--- config.mk ---
export PLATFORM = sky130hd
export DESIGN_NAME = region_match
export DESIGN_NICKNAME = d
export VERILOG_FILES = /design/src/region_match.sv
export VERILOG_INCLUDE_DIRS = /design/src
export SDC_FILE = /design/constraint.sdc
export NUM_CORES = 1
export LEC_CHECK = 0
export BUFFER_PORTS_ARGS = -buffer_cell sky130_fd_sc_hd__buf_2
export CAP_MARGIN = 20
export CORE_MARGIN = 5
export CORE_UTILIZATION = 60
export DETAILED_ROUTE_END_ITERATION = 16
export MAX_ROUTING_LAYER = met4
export PLACE_DENSITY_LB_ADDON = 0.25
export SLEW_MARGIN = 20
export SYNTH_ARGS = -nofsm -noshare
export SYNTH_HDL_FRONTEND = slang
export SYNTH_SLANG_ARGS = --single-unit
--- constraint.sdc ---
create_clock -name vclk -period 6.3
set_clock_uncertainty 0.2 [all_clocks]
set_input_delay 0.315 -clock vclk [all_inputs]
set_output_delay 0.315 -clock vclk [all_outputs]
set_load 0.1 [all_outputs]
--- src/phys_mem_access_checker_regs.svh ---
`ifndef PHYS_MEM_ACCESS_CHECKER_REGS_SVH
`define PHYS_MEM_ACCESS_CHECKER_REGS_SVH

// register map, byte addresses
`define PMAC_CFG_BASE       12'h000
`define PMAC_ADDR_BASE      12'h100
`define PMAC_STATUS_OFS     12'h200
`define PMAC_FAULT_ADDR_OFS 12'h204
`define PMAC_FAULT_CNT_OFS  12'h208
`define PMAC_REGION_LSB     8
`define PMAC_IDX_LSB        2

// entry configuration byte fields
`define PMAC_CFG_R          0
`define PMAC_CFG_W          1
`define PMAC_CFG_X          2
`define PMAC_CFG_A_LSB      3
`define PMAC_CFG_L          7
`define PMAC_CFG_KEEP_MASK  8'h9F

// status register fields
`define PMAC_ST_FAULT       0
`define PMAC_ST_KIND_LSB    1
`define PMAC_ST_INSN_FAULT  3

// reset values
`define PMAC_CFG_RST        8'h00
`define PMAC_ADDR_RST       32'h0000_0000

// bus answers
`define PMAC_RESP_OKAY      2'h0
`define PMAC_RESP_SLVERR    2'h2

// largest entry count that the map can hold
`define PMAC_MAX_ENTRIES    64

`endif

--- src/region_match.sv ---
`timescale 1ns/10ps
`include "phys_mem_access_checker_regs.svh"

module region_match #(
  parameter int PA_W = 34
) (
  // entry setting
  input  wire logic [1:0]      i_mode,
  input  wire logic [PA_W-3:0] i_addr,
  input  wire logic [PA_W-3:0] i_prev_addr,
  input  wire logic            i_first,
  // access byte span, inclusive
  input  wire logic [PA_W:0]   i_lo,
  input  wire logic [PA_W:0]   i_hi,
  // result
  output logic                 o_any,
  output logic                 o_full
);

  wire logic [PA_W-3:0] ones_mask = i_addr ^ (i_addr + {{(PA_W-3){1'b0}}, 1'b1});
  wire logic [PA_W:0]   own_byte  = {1'b0, i_addr, 2'b00};
  wire logic [PA_W:0]   prev_byte = i_first ? '0 : {1'b0, i_prev_addr, 2'b00};
  wire logic [PA_W:0]   pow2_span = {1'b0, ones_mask, 2'b11};
  wire logic [PA_W:0]   pow2_base = own_byte & ~pow2_span;
  logic      [PA_W:0]   base;
  logic      [PA_W:0]   top;

  always_comb begin
    case (i_mode)
      2'b01: begin
        base = prev_byte;
        top  = own_byte;
      end
      2'b10: begin
        base = own_byte;
        top  = own_byte + (PA_W+1)'(4);
      end
      2'b11: begin
        base = pow2_base;
        top  = pow2_base + pow2_span + (PA_W+1)'(1);
      end
      default: begin
        base = '0;
        top  = '0;
      end
    endcase
  end

  // empty or inverted span matches nothing
  wire logic span_ok = base < top;
  assign o_any  = span_ok && (i_lo < top) && (i_hi >= base);
  assign o_full = span_ok && (i_lo >= base) && (i_hi < top);

endmodule : region_match

# [Yosys cells after proc, flatten, opt, wreduce, memory -nomap -nowiden]
# Index checks and enable logic that the tools add are counted.
[word_totals] regBits=0 output_inout_bits=2 elab_cells=22
[classes] addsub=4 magnitude_cmp=5 eq_ne=3 muxes=3 bitwise=3 reduce_logical=4
[op_table] op="case mux 35 bit (3 select lines)" count=2
[op_table] op="less-than comparator 35 bit" count=3
[op_table] op=">= comparator 35 bit" count=2
[op_table] op="adder 34 x 3 -> 35 bit, second input constant" count=1
[op_table] op="adder 35 x 1 -> 35 bit, second input constant" count=1
[op_table] op="adder 35 x 34 -> 35 bit" count=1
[op_table] op="AND 34 x 35 -> 35 bit" count=1
[op_table] op="NOT 34 -> 35 bit" count=1
[op_table] op="two-way mux 34 bit" count=1
[op_table] op="adder 32 x 1 -> 32 bit, second input constant" count=1
[op_table] op="XOR 32 bit" count=1
[op_table] op="== test 2 bit, second input constant" count=2
[op_table] op="logical AND 1 bit" count=4
[op_table] op="== test 2 x 1 -> 1 bit, second input constant" count=1

# [Longest topological paths before layout]
# Gate-level depths: netlist of run 1.
[depth] ltp_word=10 ltp_mapped=27 mapped_depth_nobuf=27

# [Worst setup path after synthesis of run 1]
# Ideal clock, no wire load.
[synth_timing] path_kind="input-to-output" from="input port i_addr[0]" to="output port o_full" t_arrival_ps=7953 setup_slack_ps=-2168 stages=26 path_cell_list="nand3_1 > or3_1 > nor2_1 > nand3_1 > or2_2 > nor2_1 > nand4_1 > ha_1 > or2_2 > or3_1 > nor3_1 > o211ai_1 > nand3_1 > nor3b_1 > o41ai_1 > xnor2_1 > a222oi_1 > ha_1 > a21o_1 > a21oi_1 > nor2b_1 > o21ai_0 > nand2b_1 > a211oi_1 > o21bai_1 > nor4_1"
[synth_between] elab_chain_cells=10
[synth_rtl] element="start, declared" line_no="region_match.sv:9" source="input wire logic [PA_W-3:0] i_addr,"
[synth_rtl] element="adder 32 x 1 -> 32 bit" line_no="region_match.sv:20" source="wire logic [PA_W-3:0] ones_mask = i_addr ^ (i_addr + {{(PA_W-3){1'b0}}, 1'b1});"
[synth_rtl] element="XOR 32 bit" line_no="region_match.sv:20"
[synth_rtl] element="NOT 34 -> 35 bit" line_no="region_match.sv:24" source="wire logic [PA_W:0] pow2_base = own_byte & ~pow2_span;"
[synth_rtl] element="AND 34 x 35 -> 35 bit" line_no="region_match.sv:24"
[synth_rtl] element="adder 35 x 34 -> 35 bit" line_no="region_match.sv:40" source="top = pow2_base + pow2_span + (PA_W+1)'(1);"
[synth_rtl] element="adder 35 x 1 -> 35 bit" line_no="region_match.sv:40"
[synth_rtl] element="case mux 35 bit (3 select lines)" line_no="region_match.sv:29" source="case (i_mode)"
[synth_rtl] element="less-than comparator 35 bit" line_no="region_match.sv:50" source="wire logic span_ok = base < top;"
[synth_rtl] element="logical AND 1 bit" line_no="region_match.sv:52" source="assign o_full = span_ok && (i_lo >= base) && (i_hi < top);"
[synth_rtl] element="logical AND 1 bit *" line_no="region_match.sv:52"
[synth_rtl] element="end, declared" line_no="region_match.sv:17" source="output logic o_full"
# Mark *: on every way between the ends. The rest lies on a longest branch, timed or not.

# [Worst setup path after layout of run 1]
[layout_timing] from="input port i_addr[0]" to="output port o_any"
[layout_between] elab_chain_cells=10
[layout_rtl] element="adder 32 x 1 -> 32 bit" line_no="region_match.sv:20"
[layout_rtl] element="XOR 32 bit" line_no="region_match.sv:20"
[layout_rtl] element="NOT 34 -> 35 bit" line_no="region_match.sv:24"
[layout_rtl] element="AND 34 x 35 -> 35 bit" line_no="region_match.sv:24"
[layout_rtl] element="adder 35 x 34 -> 35 bit" line_no="region_match.sv:40"
[layout_rtl] element="adder 35 x 1 -> 35 bit" line_no="region_match.sv:40"
[layout_rtl] element="case mux 35 bit (3 select lines)" line_no="region_match.sv:29"
[layout_rtl] element="less-than comparator 35 bit (on tied branches)" line_no="region_match.sv:50, region_match.sv:51"
[layout_rtl] element="logical AND 1 bit" line_no="region_match.sv:51" source="assign o_any = span_ok && (i_lo < top) && (i_hi >= base);"
[layout_rtl] element="logical AND 1 bit *" line_no="region_match.sv:51"
[layout_rtl] element="end, declared" line_no="region_match.sv:16" source="output logic o_any,"
# Marked as above.

==> results.toml, run 1 <==
[pwr]
p_total_mw = 0.8932
sw_frac_of_total_pct = 56.69
cellPowerDensity_nw_per_um2 = 96.47
clkPwrFrac_pct = 0
p_leak_nw = 4.600
seq_power_share_pct = 0
p_comb_share_pct = 100.0
irDropWorstVdd_v = 0.00008481
p_switching_mw = 0.5063
p_int_mw = 0.3868

[status]
status = "complete, no violations"

[die]
die_y_microns = 121.6
dieArea_sq_um = 14780
fp-row-count = 40
die_x_microns = 121.6
core_area_sq_um = 12110
start_util_pct = 61.66
io_pins = 139

[sta]
setup_viol = 0
min_period_ps = 6220
rsz0062_at_grt = "yes"
period_share_pct = 98.73
achievable-frequency_mhz = 160.8
slew_headroom_pct = 38.25
hold_viol = 0
report.final.slew_viol_count = 0
worst_pin_slew_ps = 924.3

[placed_design]
gp_congestion = 1.034
dp.cells = 1351
dp_hpwl_microns = 22060
portBuffers = 139

[cells_and_area]
drive_gt1_share_pct = 24.18
clockBufferCount = 0
seq_area_sq_um = 0
area_growth_pct = 23.97
fill_cells = 992
final_nets = 1553
final_cells = 1362
seq_cells = 0

[drt]
vias = 8764
routed_wl_microns = 26400
postRouteAntennaNets = 0
drt-pass1-iter-count = 6
wl_per_cell_microns = 19.38
drt_iter0_markers = 972
viasPerCell = 6.435
route.detailed.drc = 0

[setup_path]
critical_path.max_fanout = 4
crit_path_end_kind = "primary output"
required_ps = 5780
cp_data_arrival_time_ps = 5700
setup.worst_path.start_class = "input pin"
cp_slowest_stage_delay_ps = 420
slowest_stage = "a222oi_1"
worstSetupPathType = "input pin to primary output"

[yosys]
syn_inst = 1000
synth.distinct_cells = 59
yosysTopAreaCell = "ha_1"
synth_area_sq_um = 7468
yosys_warnings = 0
synth_seq_area_share_pct = 0
avgSynthCellArea_sq_um = 7.468
synthesis.nets = 1360
synth_most_common_cell = "ha_1"
ys_top_cells_by_area = "ha_1, a22oi_1, a21oi_1"
synthTopCellsByCount = "ha_1, inv_1, a21oi_1"
synth_top_area_share_pct = 37.36

[worst_hold_path]
min_path_type = "input pin to primary output"
whs_endpoint = "o_full"
hp-start = "i_hi[34]"
whs_path_depth = 5

[grt]
grt-ovfl-total = 0
grt_pass1_wl_microns = 40900
antenna_found_initial = 2
track_usage_pct = 34.55
grt_max_degree = 64
grt_pass1_vias = 8377

[flow_run]
maxCapViolations = 0
-- cells by family (layout without fill, tap and decap cells) --
family	count (synthesis)	in the layout	share of synthesized area, %
compound gates	359	359	33.41
other cells	0	3	0
mux	1	1	0.1340
fa+ha+maj	223	223	37.36
xor+xnor	59	59	6.919
buf+inv	125	316	6.299
simple gates	233	233	15.88
-- how the worst max path moves through the flow --
stage               from  cells past startpoint      to  slack (ps)
2_1_floorplan  i_addr[0]                     26  o_full        -140
3_3_place_gp   i_addr[0]                     26  o_full         -30
3_5_place_dp   i_addr[0]                     28   o_any        -260
4_1_cts        i_addr[0]                     27   o_any           2
5_1_grt        i_addr[0]                     29   o_any        -120
6_report       i_addr[0]                     27   o_any          80
-- power by group through the flow --
stage | Clock [mW] | Sequential [mW] | Combinational, mW
global route | 0.0000000637 | 0 | 0.976
global placement | 0 | 0 | 0.801
finish | 0.0000000636 | 0 | 0.893
floorplan | 0 | 0 | 0.532
detailed placement | 0 | 0 | 0.820
CTS | 0 | 0 | 0.830
-- through the flow --
| stage | instance area (sq um) | setup slack, ps | hold slack, ps | setup TNS, ps | utilization [%] |
|---|---|---|---|---|---|
| after floorplan | 7531 | -143.9 | 829.5 | -143.9 | - |
| after global placement | 8911 | -25.84 | 1114 | -39.36 | 73.57 |
| after detailed placement | 8911 | -261.5 | 1111 | -495.5 | 73.57 |
| after CTS | 8937 | 1.592 | 1048 | 0 | 73.79 |
| after global routing | 9259 | -124.4 | 1074 | -231.0 | 76.45 |
| final | 9259 | 80.00 | 1049 | 0 | 76.45 |
-- final cells by class --
cell class                      count  area (sq um)  area share (%)
Multi-Input combinational cell    875          7332           79.19
Timing Repair Buffer              223          1360           14.69
Inverter                           93         349.1           3.770
Antenna cell                        3         7.507         0.08108
Tap cell                          168         210.2           2.270
-- cells in the final DEF (no fill, tap or decap), drive strengths merged, types with 10 or more instances in the layout --
cell type,n
o21ai,57
o31ai,14
nor2b,14
xnor2,26
nand3,25
o21a,11
a21oi,73
a22o,33
nor3,12
buf,223
ha,223
nand2,54
nand4,30
o211ai,11
inv,93
a21o,34
a32oi,13
xor2,33
nor2,52
nor4,10
a22oi,55
-- critical path, delay by kind of cell --
kind	cells	cell delay [ps]
compound gates	10	2000
xor+xnor	1	100
fa+ha+maj	2	560
buf+inv	4	690
simple gates	10	2030
-- routing by layer --
layer / share of wire [%] / up-vias / global-route usage [%]
li1: - / 4216 / -
met1: 44 / 4029 / 47.29
met2: 45 / 451 / 53.85
met3: 8.6 / 68 / 3.528
met4: 3.1 / 0 / 10.22
met5: 0 / - / -
-- repair_timing --
action | CTS | global route
hold endpoints to repair | 0 | 0
endpoints found under the setup margin | 2 | 2
hold buffers | 0 | 0
pin swaps | 2 | 29
resized for setup | 7 | 51
buffers inserted | 0 | 8
Note: power is estimated with default switching activity, not from simulation.
==> inputs of run 2 (changes only) <==
- SETUP_SLACK_MARGIN: unset -> 0.3
==> results.toml, run 2 (synthesis gave the netlist of run 1 again) <==
[pwr]
p_leak_nw = 4.539
cellPowerDensity_nw_per_um2 = 96.25
irDropWorstVdd_v = 0.0001450

[die]
die_y_microns = 121.6
start_util_pct = 61.66
fp-row-count = 40
die_x_microns = 121.6
core_area_sq_um = 12110
dieArea_sq_um = 14780
io_pins = 139

[drt]
vias = 8781
wl_met3_microns = 2316
wl_met1_microns = 11730
drt_iter0_markers = 908
top_layer = "met4"
viasPerCell = 6.514
route.detailed.drc = 0
wl_met2_microns = 11170
wl_per_cell_microns = 19.21
postRouteAntennaNets = 0
drt-pass1-iter-count = 6
routed_wl_microns = 25900

[placed_design]
dp.cells = 1344
portBuffers = 139
dp_hpwl_microns = 21670
gp_congestion = 1.013

[setup_path]
path_buf_inv = 3
slowest_stage = "a2111oi_1"
critical_path.max_fanout = 4
cp_data_arrival_time_ps = 5590
setup.worst_path.start_class = "input pin"
path_delay_family = "compound AO/OA/AOI/OAI gates"
worstSetupPathDepth = 26
worst_path_most_repeated_cell = "nor2_4"
cp_slowest_stage_delay_ps = 450
crit_path_end_kind = "primary output"
worstSetupStartpoint = "i_addr[0]"
endpoint = "o_any"
worstSetupPathType = "input pin to primary output"
required_ps = 5780

[sta]
hold_viol = 0
period_share_pct = 96.88
achievable-frequency_mhz = 163.8
report.final.slew_viol_count = 0
rsz0062_at_grt = "yes"
slew_headroom_pct = 43.39
finalSetupTns_ps = 0
worst_pin_slew_ps = 849.1
setup_viol = 0
min_period_ps = 6104

[worst_hold_path]
whs_path_depth = 5
hp-start = "i_hi[34]"
min_path_type = "input pin to primary output"

[grt]
grt_pass1_vias = 8364
track_usage_pct = 34.25
grt-ovfl-total = 0
grt_pass1_wl_microns = 40400
antenna_found_initial = 0
grt_max_degree = 85

[cells_and_area]
final_nets = 1542
diodes = 0
seq_area_sq_um = 0
area_growth_pct = 22.35
final_cells = 1348
final_common_cell = "ha_1"
final_cell_mix = "ha_1, buf_2, inv_1"
clockBufferCount = 0
drive_gt1_share_pct = 22.88
seq_cells = 0

[clocking]
cts_hold_buf = 0

[flow_run]
maxCapViolations = 0

[status]
status = "complete, no violations"
[run 2: metal layers]
layer  up-vias  GRT usage, %
met5         -             -
met4         0         7.493
met3        62         4.550
met2       419         53.30
met1      4109         47.38
li1       4191             -
[run 2: worst min path at each step]
| stage | endpoint | slack [ps] |
|---|---|---|
| after CTS | o_full | 1060 |
| after detailed placement | o_any | 1070 |
| final | o_full | 1030 |
| after global routing | o_full | 1060 |
| after floorplan | o_full | 830 |
| after global placement | o_any | 1080 |
[run 2: area by class of cell]
type	instances	area (sq um)
multi-input cells	875	7301
fillers	1003	2974
repair buffers	212	1277
inverters	93	349.1
well taps	168	210.2
[run 2: what timing repair did]
action / in CTS / in global routing
resized for setup: 20 / 24
pin swaps: 12 / 17
endpoints found under the setup margin: 2 / 2
setup buffers: 1 / 3
[run 2: tightest hold or removal path: cells and delay by family]
family	cells	cell delay, ps
buffers and inverters	2	260
and+or+nand+nor	1	50
adders and majority gates	1	150
AOI/OAI and AO/OA	1	130
[run 2: per-stage QoR]
stage | util, % | hold slack, ps | worst slack (ps) | total power [mW] | instance area [sq um]
global placement | 73.48 | 1083 | 64.91 | 0.8033 | 8900
detailed placement | 73.48 | 1071 | -138.6 | 0.8198 | 8900
global route | 75.44 | 1055 | -6.211 | 0.9666 | 9138
finish | 75.44 | 1030 | 196.4 | 0.8795 | 9138
floorplan | - | 829.5 | -16.52 | 0.5352 | 7560
CTS | 74.30 | 1061 | 302.4 | 0.8383 | 8999
[run 2: power by group]
group,leakage [nW],switching [mW],internal [mW]
sequential,0,0,0
clock,0,0,0
combinational,4.54,0.499,0.380
total,4.54,0.499,0.380
==> inputs of run 3 (changes only) <==
- ABC_AREA: unset -> 1
- CORE_UTILIZATION: 60 -> 55
- RECOVER_POWER: unset -> 50
- clock period: 6.3 -> 5.3 ns (I/O delays scaled with it)
==> results.toml, run 3 <==
[placed_design]
dpl_cell_area_sq_um = 9727
gp_congestion = 0.9977
dp.cells = 1783
portBuffers = 139
dp_hpwl_microns = 25060

[sta]
setup_viol = 0
slew_headroom_pct = 44.60
hold_viol = 0
report.final.slew_viol_count = 0
period_share_pct = 97.28
min_period_ps = 5156
rsz0062_at_grt = "yes"
achievable-frequency_mhz = 194.0
worst_pin_slew_ps = 830.0

[die]
die_x_microns = 132.5
start_util_pct = 56.32
dieArea_sq_um = 17550
io_pins = 139
core_area_sq_um = 14640
fp-row-count = 44
die_y_microns = 132.5

[setup_path]
crit_path_end_kind = "primary output"
critical_path.max_fanout = 4
setup.worst_path.start_class = "input pin"
cp_data_arrival_time_ps = 4690
required_ps = 4840
worst_path_most_repeated_cell = "nand2_1"
cp_slowest_stage_delay_ps = 310
slowest_stage = "ha_1"
worstSetupPathType = "input pin to primary output"

[grt]
antenna_found_initial = 0
grt-ovfl-total = 0
grt_pass1_wl_microns = 44720
track_usage_pct = 31.29
grt_pass1_vias = 9459
grt_max_degree = 37

[yosys]
synth_most_common_cell = "nand2_1"
synth.distinct_cells = 41
yosys_warnings = 0
synth_top_area_share_pct = 33.83
yosysTopAreaCell = "ha_1"
synthTopCellsByCount = "nand2_1, inv_1, ha_1"
synth_seq_area_share_pct = 0
syn_inst = 1406
synth_area_sq_um = 8248
ys_top_cells_by_area = "ha_1, nand2_1, inv_1"
synthesis.nets = 1766
avgSynthCellArea_sq_um = 5.866

[pwr]
p_total_mw = 1.001
irDropWorstVdd_v = 0.0001093
cellPowerDensity_nw_per_um2 = 101.3
p_leak_nw = 5.423

[drt]
wl_per_cell_microns = 16.12
drt_iter0_markers = 755
postRouteAntennaNets = 0
viasPerCell = 5.670
drt-pass1-iter-count = 5
routed_wl_microns = 28800
route.detailed.drc = 0
vias = 10130

[cells_and_area]
area_growth_pct = 19.83
final_cells = 1787
final_cell_area_sq_um = 9883
clockBufferCount = 0
final_nets = 1965
final_common_cell = "nand2_1"
drive_gt1_share_pct = 17.22
final_cell_mix = "nand2_1, inv_1, ha_1"
seq_area_sq_um = 0
post-route-util_pct = 67.49
seq_cells = 0
diodes = 0

[worst_hold_path]
min_path_type = "input pin to primary output"

[status]
status = "complete, no violations"

[flow_run]
maxCapViolations = 0
## run 3: cell count changes in the layout (fill, tap and decap cells not counted), sizes merged, moves of 17 or more
| cell | before | now |
|---|---|---|
| xnor2 | 26 | 0 |
| o21ai | 57 | 93 |
| a21o | 34 | 15 |
| nor2 | 52 | 110 |
| a22oi | 55 | 1 |
| nand2 | 54 | 310 |
| a22o | 33 | 0 |
| nand4 | 30 | 49 |
| inv | 93 | 247 |
| xor2 | 33 | 4 |
| nor3 | 12 | 29 |
| nand3 | 25 | 103 |
| a21oi | 73 | 125 |
## run 3: power by group
part	internal, mW	switching, mW	leakage (nW)
clock	0	0	0
combinational	0.398	0.604	5.42
sequential	0	0	0
total	0.398	0.604	5.42
## run 3: area by class of cell
cell class	instances	area (sq um)
timing repair buffer	215	1321
multi-input combinational	1140	7401
tap	184	230.2
inverter	248	930.9
fill	1438	4761
## run 3: cell families after synthesis
family | synth area share (%)
buffers and inverters | 12.11
XOR/XNOR | 0.4247
adder cells (fa/ha/maj) | 33.83
AO/OA/AOI/OAI | 19.60
AND/OR/NAND/NOR | 34.04
## run 3: repair_timing
| action | 4_1_cts | 5_1_grt |
|---|---|---|
| setup endpoints to repair | 2 | 2 |
| gates resized for setup | 27 | 20 |
| pin swaps | 3 | 7 |
| buffers inserted | 1 | 3 |
| hold buffers | 0 | 0 |
## run 3: path summary, 6_finish.rpt
check	from	to	slack (ps)	cells after the start
worst max-delay path	i_addr[7]	o_full	140	32
worst min-delay path	i_lo[1]	o_full	1000	7
## run 3: through the flow
stage	setup WS, ps	hold slack (ps)	TNS (ps)
2_1_floorplan	175.5	739.1	0
3_3_place_gp	-5.628	972.4	-5.628
3_5_place_dp	-97.38	984.5	-123.9
4_1_cts	141.4	998.7	0
5_1_grt	-195.6	1037	-373.4
6_report	144.3	1001	0
## run 3: metal layers
| metal | vias up | global-route usage, % | share of wire [%] |
|---|---|---|---|
| met4 | 0 | 12.30 | 4.0 |
| met1 | 4499 | 37.08 | 42 |
| met2 | 386 | 55.45 | 49 |
| met3 | 72 | 1.822 | 5.8 |
| li1 | 5175 | - | - |
| met5 | - | - | 0 |
## run 3: worst max-delay path: cells and delay by family
family	cells	cell delay (ps)
simple gates	21	2460
compound gates	5	920
fa+ha+maj	2	600
buf+inv	4	430
